[src/rtl/wakeup_timer_pkg.sv]
package wakeup_timer_pkg;

	// ----------------------------------------------------------------
	// register indices (byte address is four times the index)
	// ----------------------------------------------------------------
	localparam logic [9:0]  IDX_CONTROL      = 10'h023;
	localparam logic [9:0]  IDX_RELOAD_HIGH  = 10'h024;
	localparam logic [9:0]  IDX_RELOAD_LOW   = 10'h025;
	localparam logic [9:0]  IDX_COUNT_HIGH   = 10'h026;
	localparam logic [9:0]  IDX_COUNT_LOW    = 10'h027;
	localparam logic [9:0]  IDX_IRQ_STATUS   = 10'h030;
	localparam logic [9:0]  IDX_IRQ_MASK     = 10'h031;

	// ----------------------------------------------------------------
	// control register fields
	// ----------------------------------------------------------------
	localparam int          CTL_ACTIVE_BIT   = 7;
	localparam int          CTL_PERMIT_BIT   = 6;
	localparam int          CTL_TRIM_BIT     = 5;
	localparam int          CTL_CARD_BIT     = 4;
	localparam int          CTL_RELOAD_BIT   = 3;
	localparam int          CTL_WAKE_BIT     = 2;
	localparam int          CTL_SEL_LSB      = 0;

	// ----------------------------------------------------------------
	// interrupt status fields
	// ----------------------------------------------------------------
	localparam int          ST_UNDERFLOW_BIT = 0;
	localparam int          ST_CARD_BIT      = 1;
	localparam int          ST_NOCARD_BIT    = 2;
	localparam int          ST_WIDTH         = 3;

	// ----------------------------------------------------------------
	// reset values and tick dividers
	// ----------------------------------------------------------------
	localparam logic [7:0]  CTL_RESET        = 8'h00;
	localparam logic [7:0]  RELOAD_RESET     = 8'h00;
	localparam logic [15:0] COUNT_RESET      = 16'h0000;
	localparam logic [2:0]  MASK_RESET       = 3'h0;
	localparam logic [5:0]  DIV_BY_8         = 6'h08;
	localparam logic [5:0]  DIV_BY_16        = 6'h10;
	localparam logic [5:0]  DIV_BY_32        = 6'h20;

	// card detection sequencer
	typedef enum logic {
		CD_IDLE,
		CD_WINDOW
	} card_state_e;

endpackage : wakeup_timer_pkg

[src/rtl/wake_tick_if.sv]
`timescale 1ns/1ps
// tick source select goes out, one-cycle tick comes back
interface wake_tick_if;
	logic       tick;
	logic [1:0] sel;
	modport source (input sel, output tick);
	modport sink   (output sel, input tick);
endinterface : wake_tick_if

[src/rtl/wake_tick_gen.sv]
`timescale 1ns/1ps
module wake_tick_gen
	import wakeup_timer_pkg::*;
(
	// clock and reset
	input  wire logic   pclk,
	input  wire logic   presetn,
	// oscillator pin
	input  wire logic   lfo_clk_pin,
	// tick towards the counter
	wake_tick_if.source tick_bus
);

	// all state of the tick generator
	typedef struct packed {
		logic       sync1;
		logic       sync2;
		logic       last;
		logic [5:0] pre;
		logic       tick;
	} tick_state_s;

	tick_state_s q;
	tick_state_s d;

	// ----------------------------------------------------------------
	// divider decode
	// ----------------------------------------------------------------
	function automatic logic [5:0] div_of(input logic [1:0] sel);
		unique case (sel)
			2'h1: div_of = DIV_BY_8;
			2'h2: div_of = DIV_BY_16;
			2'h3: div_of = DIV_BY_32;
			default: div_of = 6'h01;
		endcase
	endfunction : div_of

	// ----------------------------------------------------------------
	// synchronise, detect rising edge, divide
	// ----------------------------------------------------------------
	always_comb begin
		d       = q;
		d.sync1 = lfo_clk_pin;
		d.sync2 = q.sync1;
		d.last  = q.sync2;
		d.tick  = 1'b0;
		// count oscillator edges, tick once per division
		if (q.sync2 && !q.last) begin
			if (q.pre >= div_of(tick_bus.sel) - 6'h01) begin
				d.pre  = 6'h00;
				d.tick = 1'b1;
			end else begin
				d.pre = q.pre + 6'h01;
			end
		end
	end

	// state register
	always_ff @(posedge pclk or negedge presetn) begin
		if (!presetn) begin
			q <= '0;
		end else begin
			q <= d;
		end
	end

	assign tick_bus.tick = q.tick;

endmodule : wake_tick_gen

[src/rtl/wakeup_timer_low_power_card_detect.sv]
// Decided for this implementation: the APB slave port.
`timescale 1ns/1ps
module wakeup_timer_low_power_card_detect
	import wakeup_timer_pkg::*;
(
	// clock and reset
	input  wire  logic        pclk,
	input  wire  logic        presetn,
	// apb slave
	input  wire  logic [11:0] paddr,
	input  wire  logic        psel,
	input  wire  logic        penable,
	input  wire  logic        pwrite,
	input  wire  logic [31:0] pwdata,
	output logic        [31:0] prdata,
	output logic              pready,
	output logic              pslverr,
	// oscillator pin
	input  wire  logic        lfo_clk_pin,
	// partner blocks
	input  wire  logic        trim_done,
	input  wire  logic        rf_window_done,
	input  wire  logic        card_found,
	// events and controls out
	output logic              irq,
	output logic              wake_req,
	output logic              trim_start,
	output logic              rf_window_start,
	output logic              rf_field_en,
	output logic              power_down_req
);

	// ----------------------------------------------------------------
	// state
	// ----------------------------------------------------------------

	// all state of the timer
	typedef struct packed {
		logic                timer_active_flag;
		logic                underflow_trim_enable;
		logic                underflow_card_detect_enable;
		logic                reload_on_zero;
		logic                wake_on_underflow;
		logic [1:0]          tick_source_select;
		logic [7:0]          wake_reload_high;
		logic [7:0]          wake_reload_low;
		logic [15:0]         count;
		logic [ST_WIDTH-1:0] status;
		logic [ST_WIDTH-1:0] mask;
		card_state_e         card_state;
		logic                pready;
		logic                pslverr;
		logic [31:0]         prdata;
		logic                irq;
		logic                wake_req;
		logic                trim_start;
		logic                rf_window_start;
		logic                rf_field_en;
		logic                power_down_req;
	} timer_state_s;

	timer_state_s        q;               // registered state
	timer_state_s        d;               // next state
	logic                underflow;       // tick arrived at zero
	logic                wr_access;       // write completes this edge
	logic                wr_ctl;          // control register written
	logic [15:0]         wake_reload_word;
	logic [ST_WIDTH-1:0] st_set;          // hardware sets
	logic [ST_WIDTH-1:0] st_clr;          // software clears

	wake_tick_if tick_bus ();

	// ----------------------------------------------------------------
	// tick source
	// ----------------------------------------------------------------

	// divided oscillator ticks
	wake_tick_gen u_tick (
		.pclk        (pclk),
		.presetn     (presetn),
		.lfo_clk_pin (lfo_clk_pin),
		.tick_bus    (tick_bus)
	);

	assign tick_bus.sel = q.tick_source_select;

	// ----------------------------------------------------------------
	// address decode
	// ----------------------------------------------------------------

	// word index of an aligned address, all-ones when misaligned
	function automatic logic [9:0] word_index(input logic [11:0] addr);
		word_index = (addr[1:0] == 2'h0) ? addr[11:2] : 10'h3FF;
	endfunction : word_index

	// true for every implemented register
	function automatic logic is_mapped(input logic [11:0] addr);
		unique case (word_index(addr))
			IDX_CONTROL, IDX_RELOAD_HIGH, IDX_RELOAD_LOW,
			IDX_COUNT_HIGH, IDX_COUNT_LOW,
			IDX_IRQ_STATUS, IDX_IRQ_MASK: is_mapped = 1'b1;
			default: is_mapped = 1'b0;
		endcase
	endfunction : is_mapped

	// ----------------------------------------------------------------
	// next-state logic
	// ----------------------------------------------------------------

	// reload word from the two bytes
	assign wake_reload_word = {q.wake_reload_high, q.wake_reload_low};
	// access phase with ready ends a transfer
	assign wr_access = psel && penable && q.pready && pwrite && !q.pslverr;
	assign wr_ctl    = wr_access && (word_index(paddr) == IDX_CONTROL);
	assign underflow = q.timer_active_flag && tick_bus.tick && (q.count == 16'h0000);

	always_comb begin
		d                 = q;
		st_set            = '0;
		st_clr            = '0;
		d.wake_req        = 1'b0;
		d.trim_start      = 1'b0;
		d.rf_window_start = 1'b0;
		d.power_down_req  = 1'b0;
		d.pready          = 1'b0;
		d.pslverr         = 1'b0;

		// setup phase: prepare answer for the access phase
		if (psel && !penable) begin
			d.pready  = 1'b1;
			d.pslverr = !is_mapped(paddr);
			d.prdata  = 32'h0000_0000;
			unique case (word_index(paddr))
				// running bit read back, permit reads zero
				IDX_CONTROL: d.prdata[7:0] = {q.timer_active_flag, 1'b0,
					q.underflow_trim_enable, q.underflow_card_detect_enable,
					q.reload_on_zero, q.wake_on_underflow, q.tick_source_select};
				IDX_RELOAD_HIGH: d.prdata[7:0] = q.wake_reload_high;
				IDX_RELOAD_LOW:  d.prdata[7:0] = q.wake_reload_low;
				IDX_COUNT_HIGH:  d.prdata[7:0] = q.count[15:8];
				IDX_COUNT_LOW:   d.prdata[7:0] = q.count[7:0];
				IDX_IRQ_STATUS:  d.prdata[ST_WIDTH-1:0] = q.status;
				IDX_IRQ_MASK:    d.prdata[ST_WIDTH-1:0] = q.mask;
				default:         d.prdata = 32'h0000_0000;
			endcase
		end

		// countdown
		if (q.timer_active_flag && tick_bus.tick) begin
			if (q.count == 16'h0000) begin
				if (q.reload_on_zero || q.underflow_card_detect_enable) begin
					d.count = wake_reload_word;
				end else begin
					d.timer_active_flag = 1'b0;
				end
			end else begin
				d.count = q.count - 16'h0001;
			end
		end

		// underflow side effects
		if (underflow) begin
			st_set[ST_UNDERFLOW_BIT] = 1'b1;
			d.wake_req = q.wake_on_underflow;
			d.trim_start = q.underflow_trim_enable;
			if (q.underflow_card_detect_enable && q.card_state == CD_IDLE) begin
				d.rf_window_start = 1'b1;
				d.rf_field_en     = 1'b1;
				d.card_state      = CD_WINDOW;
			end
		end

		// card detection window
		unique case (q.card_state)
			CD_IDLE: begin
			end
			CD_WINDOW: begin
				// field stays on until window ends
				if (rf_window_done) begin
					d.rf_field_en = 1'b0;
					d.card_state  = CD_IDLE;
					if (card_found) begin
						st_set[ST_CARD_BIT] = 1'b1;
					end else begin
						// no card: back to power-down if enabled
						st_set[ST_NOCARD_BIT] = 1'b1;
						d.power_down_req      = q.wake_on_underflow;
					end
				end
			end
		endcase

		// trimming finished: fall back when enabled
		if (trim_done && q.wake_on_underflow) begin
			d.power_down_req = 1'b1;
		end

		// register writes
		if (wr_access) begin
			unique case (word_index(paddr))
				IDX_CONTROL: begin
					d.underflow_trim_enable        = pwdata[CTL_TRIM_BIT];
					d.underflow_card_detect_enable = pwdata[CTL_CARD_BIT];
					d.reload_on_zero               = pwdata[CTL_RELOAD_BIT];
					d.wake_on_underflow            = pwdata[CTL_WAKE_BIT];
					d.tick_source_select           = pwdata[CTL_SEL_LSB +: 2];
					// running bit changes only with permit
					if (pwdata[CTL_PERMIT_BIT]) begin
						d.timer_active_flag = pwdata[CTL_ACTIVE_BIT];
						// start event loads the reload word
						if (pwdata[CTL_ACTIVE_BIT]) begin
							d.count = wake_reload_word;
						end
					end
				end
				// reload bytes only stored, count untouched
				IDX_RELOAD_HIGH: d.wake_reload_high = pwdata[7:0];
				IDX_RELOAD_LOW:  d.wake_reload_low  = pwdata[7:0];
				IDX_IRQ_STATUS:  st_clr = pwdata[ST_WIDTH-1:0];
				IDX_IRQ_MASK:    d.mask = pwdata[ST_WIDTH-1:0];
				default: begin
				end
			endcase
		end

		// sticky status: a set beats a same-cycle clear
		d.status = (q.status & ~st_clr) | st_set;
		d.irq    = |(d.status & d.mask);
	end

	// ----------------------------------------------------------------
	// state register
	// ----------------------------------------------------------------

	always_ff @(posedge pclk or negedge presetn) begin
		if (!presetn) begin
			q                              <= '0;
			q.timer_active_flag            <= CTL_RESET[CTL_ACTIVE_BIT];
			q.wake_reload_high             <= RELOAD_RESET;
			q.wake_reload_low              <= RELOAD_RESET;
			q.count                        <= COUNT_RESET;
			q.mask                         <= MASK_RESET;
			q.card_state                   <= CD_IDLE;
		end else begin
			q <= d;
		end
	end

	// outputs straight from the state register
	assign prdata          = q.prdata;
	assign pready          = q.pready;
	assign pslverr         = q.pslverr;
	assign irq             = q.irq;
	assign wake_req        = q.wake_req;
	assign trim_start      = q.trim_start;
	assign rf_window_start = q.rf_window_start;
	assign rf_field_en     = q.rf_field_en;
	assign power_down_req  = q.power_down_req;
endmodule : wakeup_timer_low_power_card_detect

[config.mk]
export PLATFORM = sky130hd
export DESIGN_NAME = wakeup_timer_low_power_card_detect
export DESIGN_NICKNAME = d
export VERILOG_FILES = /design/src/rtl/wakeup_timer_pkg.sv /design/src/rtl/wake_tick_if.sv /design/src/rtl/wake_tick_gen.sv /design/src/rtl/wakeup_timer_low_power_card_detect.sv
export SDC_FILE = /design/constraint.sdc
export NUM_CORES = 1
export LEC_CHECK = 0
export BUFFER_PORTS_ARGS = -buffer_cell sky130_fd_sc_hd__buf_4
export CELL_PAD_IN_SITES_DETAIL_PLACEMENT = 1
export CELL_PAD_IN_SITES_GLOBAL_PLACEMENT = 2
export CORE_ASPECT_RATIO = 1.2
export CORE_MARGIN = 5
export CORE_UTILIZATION = 36
export DETAILED_ROUTE_END_ITERATION = 8
export PLACE_DENSITY_LB_ADDON = 0.1
export SLEW_MARGIN = 15
export SYNTH_ARGS = -nofsm -noshare
export SYNTH_HDL_FRONTEND = slang
export SYNTH_HIERARCHICAL = 1
export SYNTH_SLANG_ARGS = --single-unit
[constraint.sdc]
create_clock -name pclk -period 6.25 [get_ports pclk]
set_input_delay 0.625 -clock pclk [delete_from_list [all_inputs] [get_ports pclk]]
set_output_delay 0.625 -clock pclk [all_outputs]
set_load 0.05 [all_outputs]
# Word-level counts from Yosys, hierarchy flattened
# Index checks and enable logic that the tools add are counted.
[op_classes] n_mux=44 n_eq_ne=10 n_shift=0 div_mod_pow=0 n_lt_le_gt_ge=1 n_reduce_logical=22 add_sub_neg=3 mul=0 bitwise=5
[op_table] op="$mux W16" count=6
[op_table] op="$eq A10 B6 Y1 const B" count=7
[op_table] op="$mux W39" count=1
[op_table] op="$mux W34" count=1
[op_table] op="$pmux W5 S5" count=1
[op_table] op="$pmux W3 S7" count=1
[op_table] op="$pmux W6 S3" count=1
[op_table] op="$mux W1" count=17
[op_table] op="$logic_not A16 Y1" count=1
[op_table] op="$mux W8" count=2
[op_table] op="$sub A16 B1 Y16 const B" count=1
[op_table] op="$mux W3" count=4
[op_table] op="$mux W6" count=2
[op_table] op="$logic_and A1 B1 Y1" count=10
[op_table] op="$mux W10" count=1
[op_table] op="$mux W2" count=5
[op_table] op="$mux W7" count=1
[op_table] op="$reduce_or A7 Y1" count=1
[op_table] op="$add A6 B1 Y6 const B" count=1
[op_table] op="$and A3 B3 Y3" count=2
[op_table] op="$ge A6 B6 Y1" count=1
[op_table] op="$reduce_and A2 Y1" count=3
[op_table] op="$sub A6 B1 Y6 const B" count=1
[op_table] op="$eq A2 B2 Y1 const B" count=2
[op_table] op="other kinds (9)" count=12
[word_totals] memories=0 elab_cells=111 latchBits=0 ram_bits=0 reg_bits=72 output_inout_bits=40 rom_bits=0

# Logic depth before layout (Yosys ltp)
[depth] depth_word=10 depth_mapped=8 depth_no_buf=7

# Modules after synthesis
# The synthesis kept the hierarchy.
[modules_own_cells] module="wakeup_timer_low_power_card_detect" seq_area_each_um2=1551.5 area_per_inst_um2=3833.7 n_inst=1 cells_each=403
[modules_own_cells] module="wake_tick_gen" seq_area_each_um2=250.2 area_per_inst_um2=554.3 n_inst=1 cells_each=54

# Worst setup path before layout
# Ideal clock, no wire load.
[synth_path] kind="input-to-reg" start="input port paddr[1]" end="register q, in the netlist irq" n_path_buf=1 required_ns=6.124 setup_ns=0.126 cell_stages=6 arrival_time_ns=2.392 setup_slack_ns=3.731 cell_sequence="or4b_1 -> buf_2 -> or4_4 -> o41ai_2 -> o21ai_1 -> a221o_1"
[synth_rtl] element="start, declared" line_no="wakeup_timer_low_power_card_detect.sv:10" rtl="input wire logic [11:0] paddr,"
[synth_rtl] element="end, declared" line_no="wakeup_timer_low_power_card_detect.sv:62" rtl="timer_state_s q;"

# Worst setup path in the final report
[layout_path] start="input port paddr[1]" end="register q[64] in the netlist's numbering"
[layout_between] elab_chain_len=4
[layout_lines] element="$logic_not A2 Y1" line_no="wakeup_timer_low_power_card_detect.sv:93" rtl="word_index = (addr[1:0] == 2'h0) ? addr[11:2] : 10'h3FF;"
[layout_lines] element="$mux W10" line_no="wakeup_timer_low_power_card_detect.sv:93"
[layout_lines] element="$eq A10 B6 Y1" line_no="wakeup_timer_low_power_card_detect.sv:200" rtl="unique case (word_index(paddr))"
[layout_lines] element="$reduce_and A2 Y1 (no line)"
# Every way passes these cells.
# A chain may end at the register's enable or synchronous reset.

==> results.sh <==
export IMPL_drive_gt1_frac=0.222
export IMPL_yosysTopAreaCell="dfrtp_1"
export IMPL_cts_hold_buffers_added=0
export IMPL_synthCells=457
export IMPL_clk_pin_slew_ns=0.06
export IMPL_path_class="primary input to register"
export IMPL_ys_types=66
export IMPL_grt_max_degree=73
export IMPL_yosys_warnings=6
export IMPL_vias_per_cell=5.61
export IMPL_die_w_um=111
export IMPL_row_count=44
export IMPL_chipHeight_um=131
export IMPL_relSlewSlack=0.360
export IMPL_clk_latency_ns=0.34
export IMPL_cp_arrival_ns=3.08
export IMPL_drc_errors=0
export IMPL_cts_setup_buffers=0
export IMPL_synth_top_cell_area_share=0.411
export IMPL_fin_tns_setup_ns=0
export IMPL_min_path_type="register to register"
export IMPL_synth_edff_count=0
export IMPL_holdPathStages=0
export IMPL_cp_end_kind="register"
export IMPL_hpwl_mm=9.96
export IMPL_cts_buffers_inserted=9
export IMPL_grt_pass1_vias=3889
export IMPL_globalplace_congestion=0.838
export IMPL_finalHoldViolations=0
export IMPL_yosys_top_cells_count="72 x dfrtp_1, 42 x nand2_1, 32 x buf_4"
export IMPL_routedWlPerCell_um=20.7
export IMPL_fin_crit_ns=2.86
export IMPL_root_buffer="clkbuf_16"
export IMPL_worstPathRequired_ns=6.47
export IMPL_setup_viol=0
export IMPL_grt_overflow=0
export IMPL_p_leak_nw=2.15
export IMPL_drtPass1Iterations=4
export IMPL_antenna_found_initial=0
export IMPL_synth_top_flop_cell="dfrtp_1"
export IMPL_cp_max_fo=10
export IMPL_grt_pass1_wl_mm=21.6
export IMPL_routed_wl_mm=13.5
export IMPL_start_util=0.366
export IMPL_tightest_slew_ns=0.960
export IMPL_crit_slowest_cell="or2_2"
export IMPL_yosysMostFrequentCell="dfrtp_1"
export IMPL_post_route_period_util=0.458
export IMPL_clockBufferDepth=2
export IMPL_cp_cell_sequence="buf_4 > nor4b_1 > nand4_1 > or2_2 > nor3b_4 > mux2_2"
export IMPL_fin_skew_ns=0.00754
export IMPL_num_vias=3653
export IMPL_pwr_density_cell_nw_per_um2=238
export IMPL_power_mw=1.18
export IMPL_max_freq_mhz=349
export IMPL_nets=545
export IMPL_cap_viol_max_count=0
export IMPL_avgSynthCellArea_um2=9.60
export IMPL_status="completed"
export IMPL_rsz0062_at_grt="false"
export IMPL_r2r_worst_path_cells=5
export IMPL_port_buffers=44
export IMPL_max_stage_delay_ns=0.51
export IMPL_n_antenna_cell=0
export IMPL_finalMaxSlewViolations=0
export IMPL_final_util=0.415
export IMPL_synthesis_area_um2=4390
export IMPL_first_iter_violations=160
export IMPL_track_usage=0.190
export IMPL_fin_cells=651
export IMPL_ios=93
export IMPL_dp_cells=635
export IMPL_ys_ff_latch=72
export IMPL_synth_area_leaders="dfrtp_1 41%, mux2_2 8.0%, buf_4 5.5%"
export IMPL_ir_drop_mv=0.106
export IMPL_die_area_um2=14500
export IMPL_clock_sinks=72
export IMPL_htree_levels=3
export IMPL_ant_nets=0
export IMPL_cts_tree="built"
export IMPL_core_area_um2=12000
export IMPL_ys_seq_area_frac=0.411
export IMPL_async_flop_share=1.00
export IMPL_cts_repair_resized=0
export IMPL_syn2layout_area_growth_pct=13.4
export IMPL_critPathLaunchType="primary input"
per-stage QoR:
step | area (um2) | setup slack [ns] | hold slack (ns)
after floorplan | 4470 | 3.73 | 0.329
final | 4970 | 3.39 | 0.357
after detailed placement | 4700 | 2.98 | 0.348
after global routing | 4970 | 3.15 | 0.377
after global placement | 4700 | 2.99 | 0.335
after CTS | 4970 | 3.34 | 0.361
registers in the layout, summed over array words and instances, names as in the netlist:
name and cells:
wake_req 1, pready 1, prdata 8, u_tick/tick_bus.tick 1, rf_field_en 1, power_down_req 1, pslverr 1, rf_window_start 1
irq 1, u_tick/q 7, q 44, u_tick/d 2, tick_bus.sel 2, trim_start 1
where the power goes:
part | internal [mW] | switching [mW] | leakage, nW | total (mW)
Clock | 0.280 | 0.202 | 0.133 | 0.482
Sequential | 0.485 | 0.0239 | 0.907 | 0.509
Combinational | 0.0682 | 0.124 | 1.11 | 0.192
layout make-up:
class                           instances  area [um2]
Sequential cell                        72        1800
Tap cell                              161         201
Fill cell                            1429        7030
Timing Repair Buffer                   46         345
Clock inverter                          4        30.0
Multi-Input combinational cell        343        2300
Clock buffer                           12         246
Inverter                               13        48.8
final timing paths:
path	start	endpoint	slack (ns)
min reg2reg	u_tick/d[8]	u_tick/d[7]	0.36
min in group asynchronous	presetn	q[51]	0.41
max reg2reg	q[50]	q[40]	3.54
max	paddr[1]	q[64]	3.39
min	u_tick/d[8]	u_tick/d[7]	0.36
max in group asynchronous	presetn	q[49]	5.19
cells by family (layout without fill, tap and decap cells):
family / after synthesis / in the layout / share of synthesized area
DFF: 72 / 72 / 0.411
AOI/OAI and AO/OA: 112 / 112 / 0.182
buffers and inverters: 65 / 75 / 0.0858
other: 2 / 25 / 0.00171
adders and majority gates: 7 / 7 / 0.0200
and+or+nand+nor: 163 / 163 / 0.206
muxes: 36 / 36 / 0.0938
placed cells by master, fill, tap and decap left out, types with 3 or more instances in the layout:
cell and n:
mux2i_1 4, o211a_1 3, nand4_1 11, or2_2 3, or3_1 6, clkbuf_16 9
conb_1 25, a31oi_1 3, mux2_2 31, o21a_1 5, o22ai_1 15, nand2b_1 7
inv_1 13, a22oi_1 4, a21o_1 4, o21ai_0 21, ha_1 7, nand2_1 42
o211ai_1 3, buf_4 46, nor3_1 8, nor4_2 3, nor2b_1 3, nor2_1 30
nor4_1 3, a21oi_1 22, or4_1 5, and2_1 5, a22o_1 3, dfrtp_1 72
o31ai_1 4, nor4b_1 4, nand3_1 18, a222oi_1 7
metal layers:
metal / wire length [um] / track usage / part of all wire / vias to the layer above
met3: 421 / 0.0318 / 0.031 / 20
met4: 257 / 0.0652 / 0.019 / 0
met1: 5930 / 0.236 / 0.44 / 1841
li1: - / - / - / 1707
met5: 0 / 0 / 0 / -
met2: 6890 / 0.337 / 0.51 / 85
worst max-delay path: cells and delay by family:
kind	cells	cell delay [ns]
mux	1	0.39
buf+inv	1	0.11
simple gates	4	1.95
No activity file was read; power rests on OpenSTA's default activity.
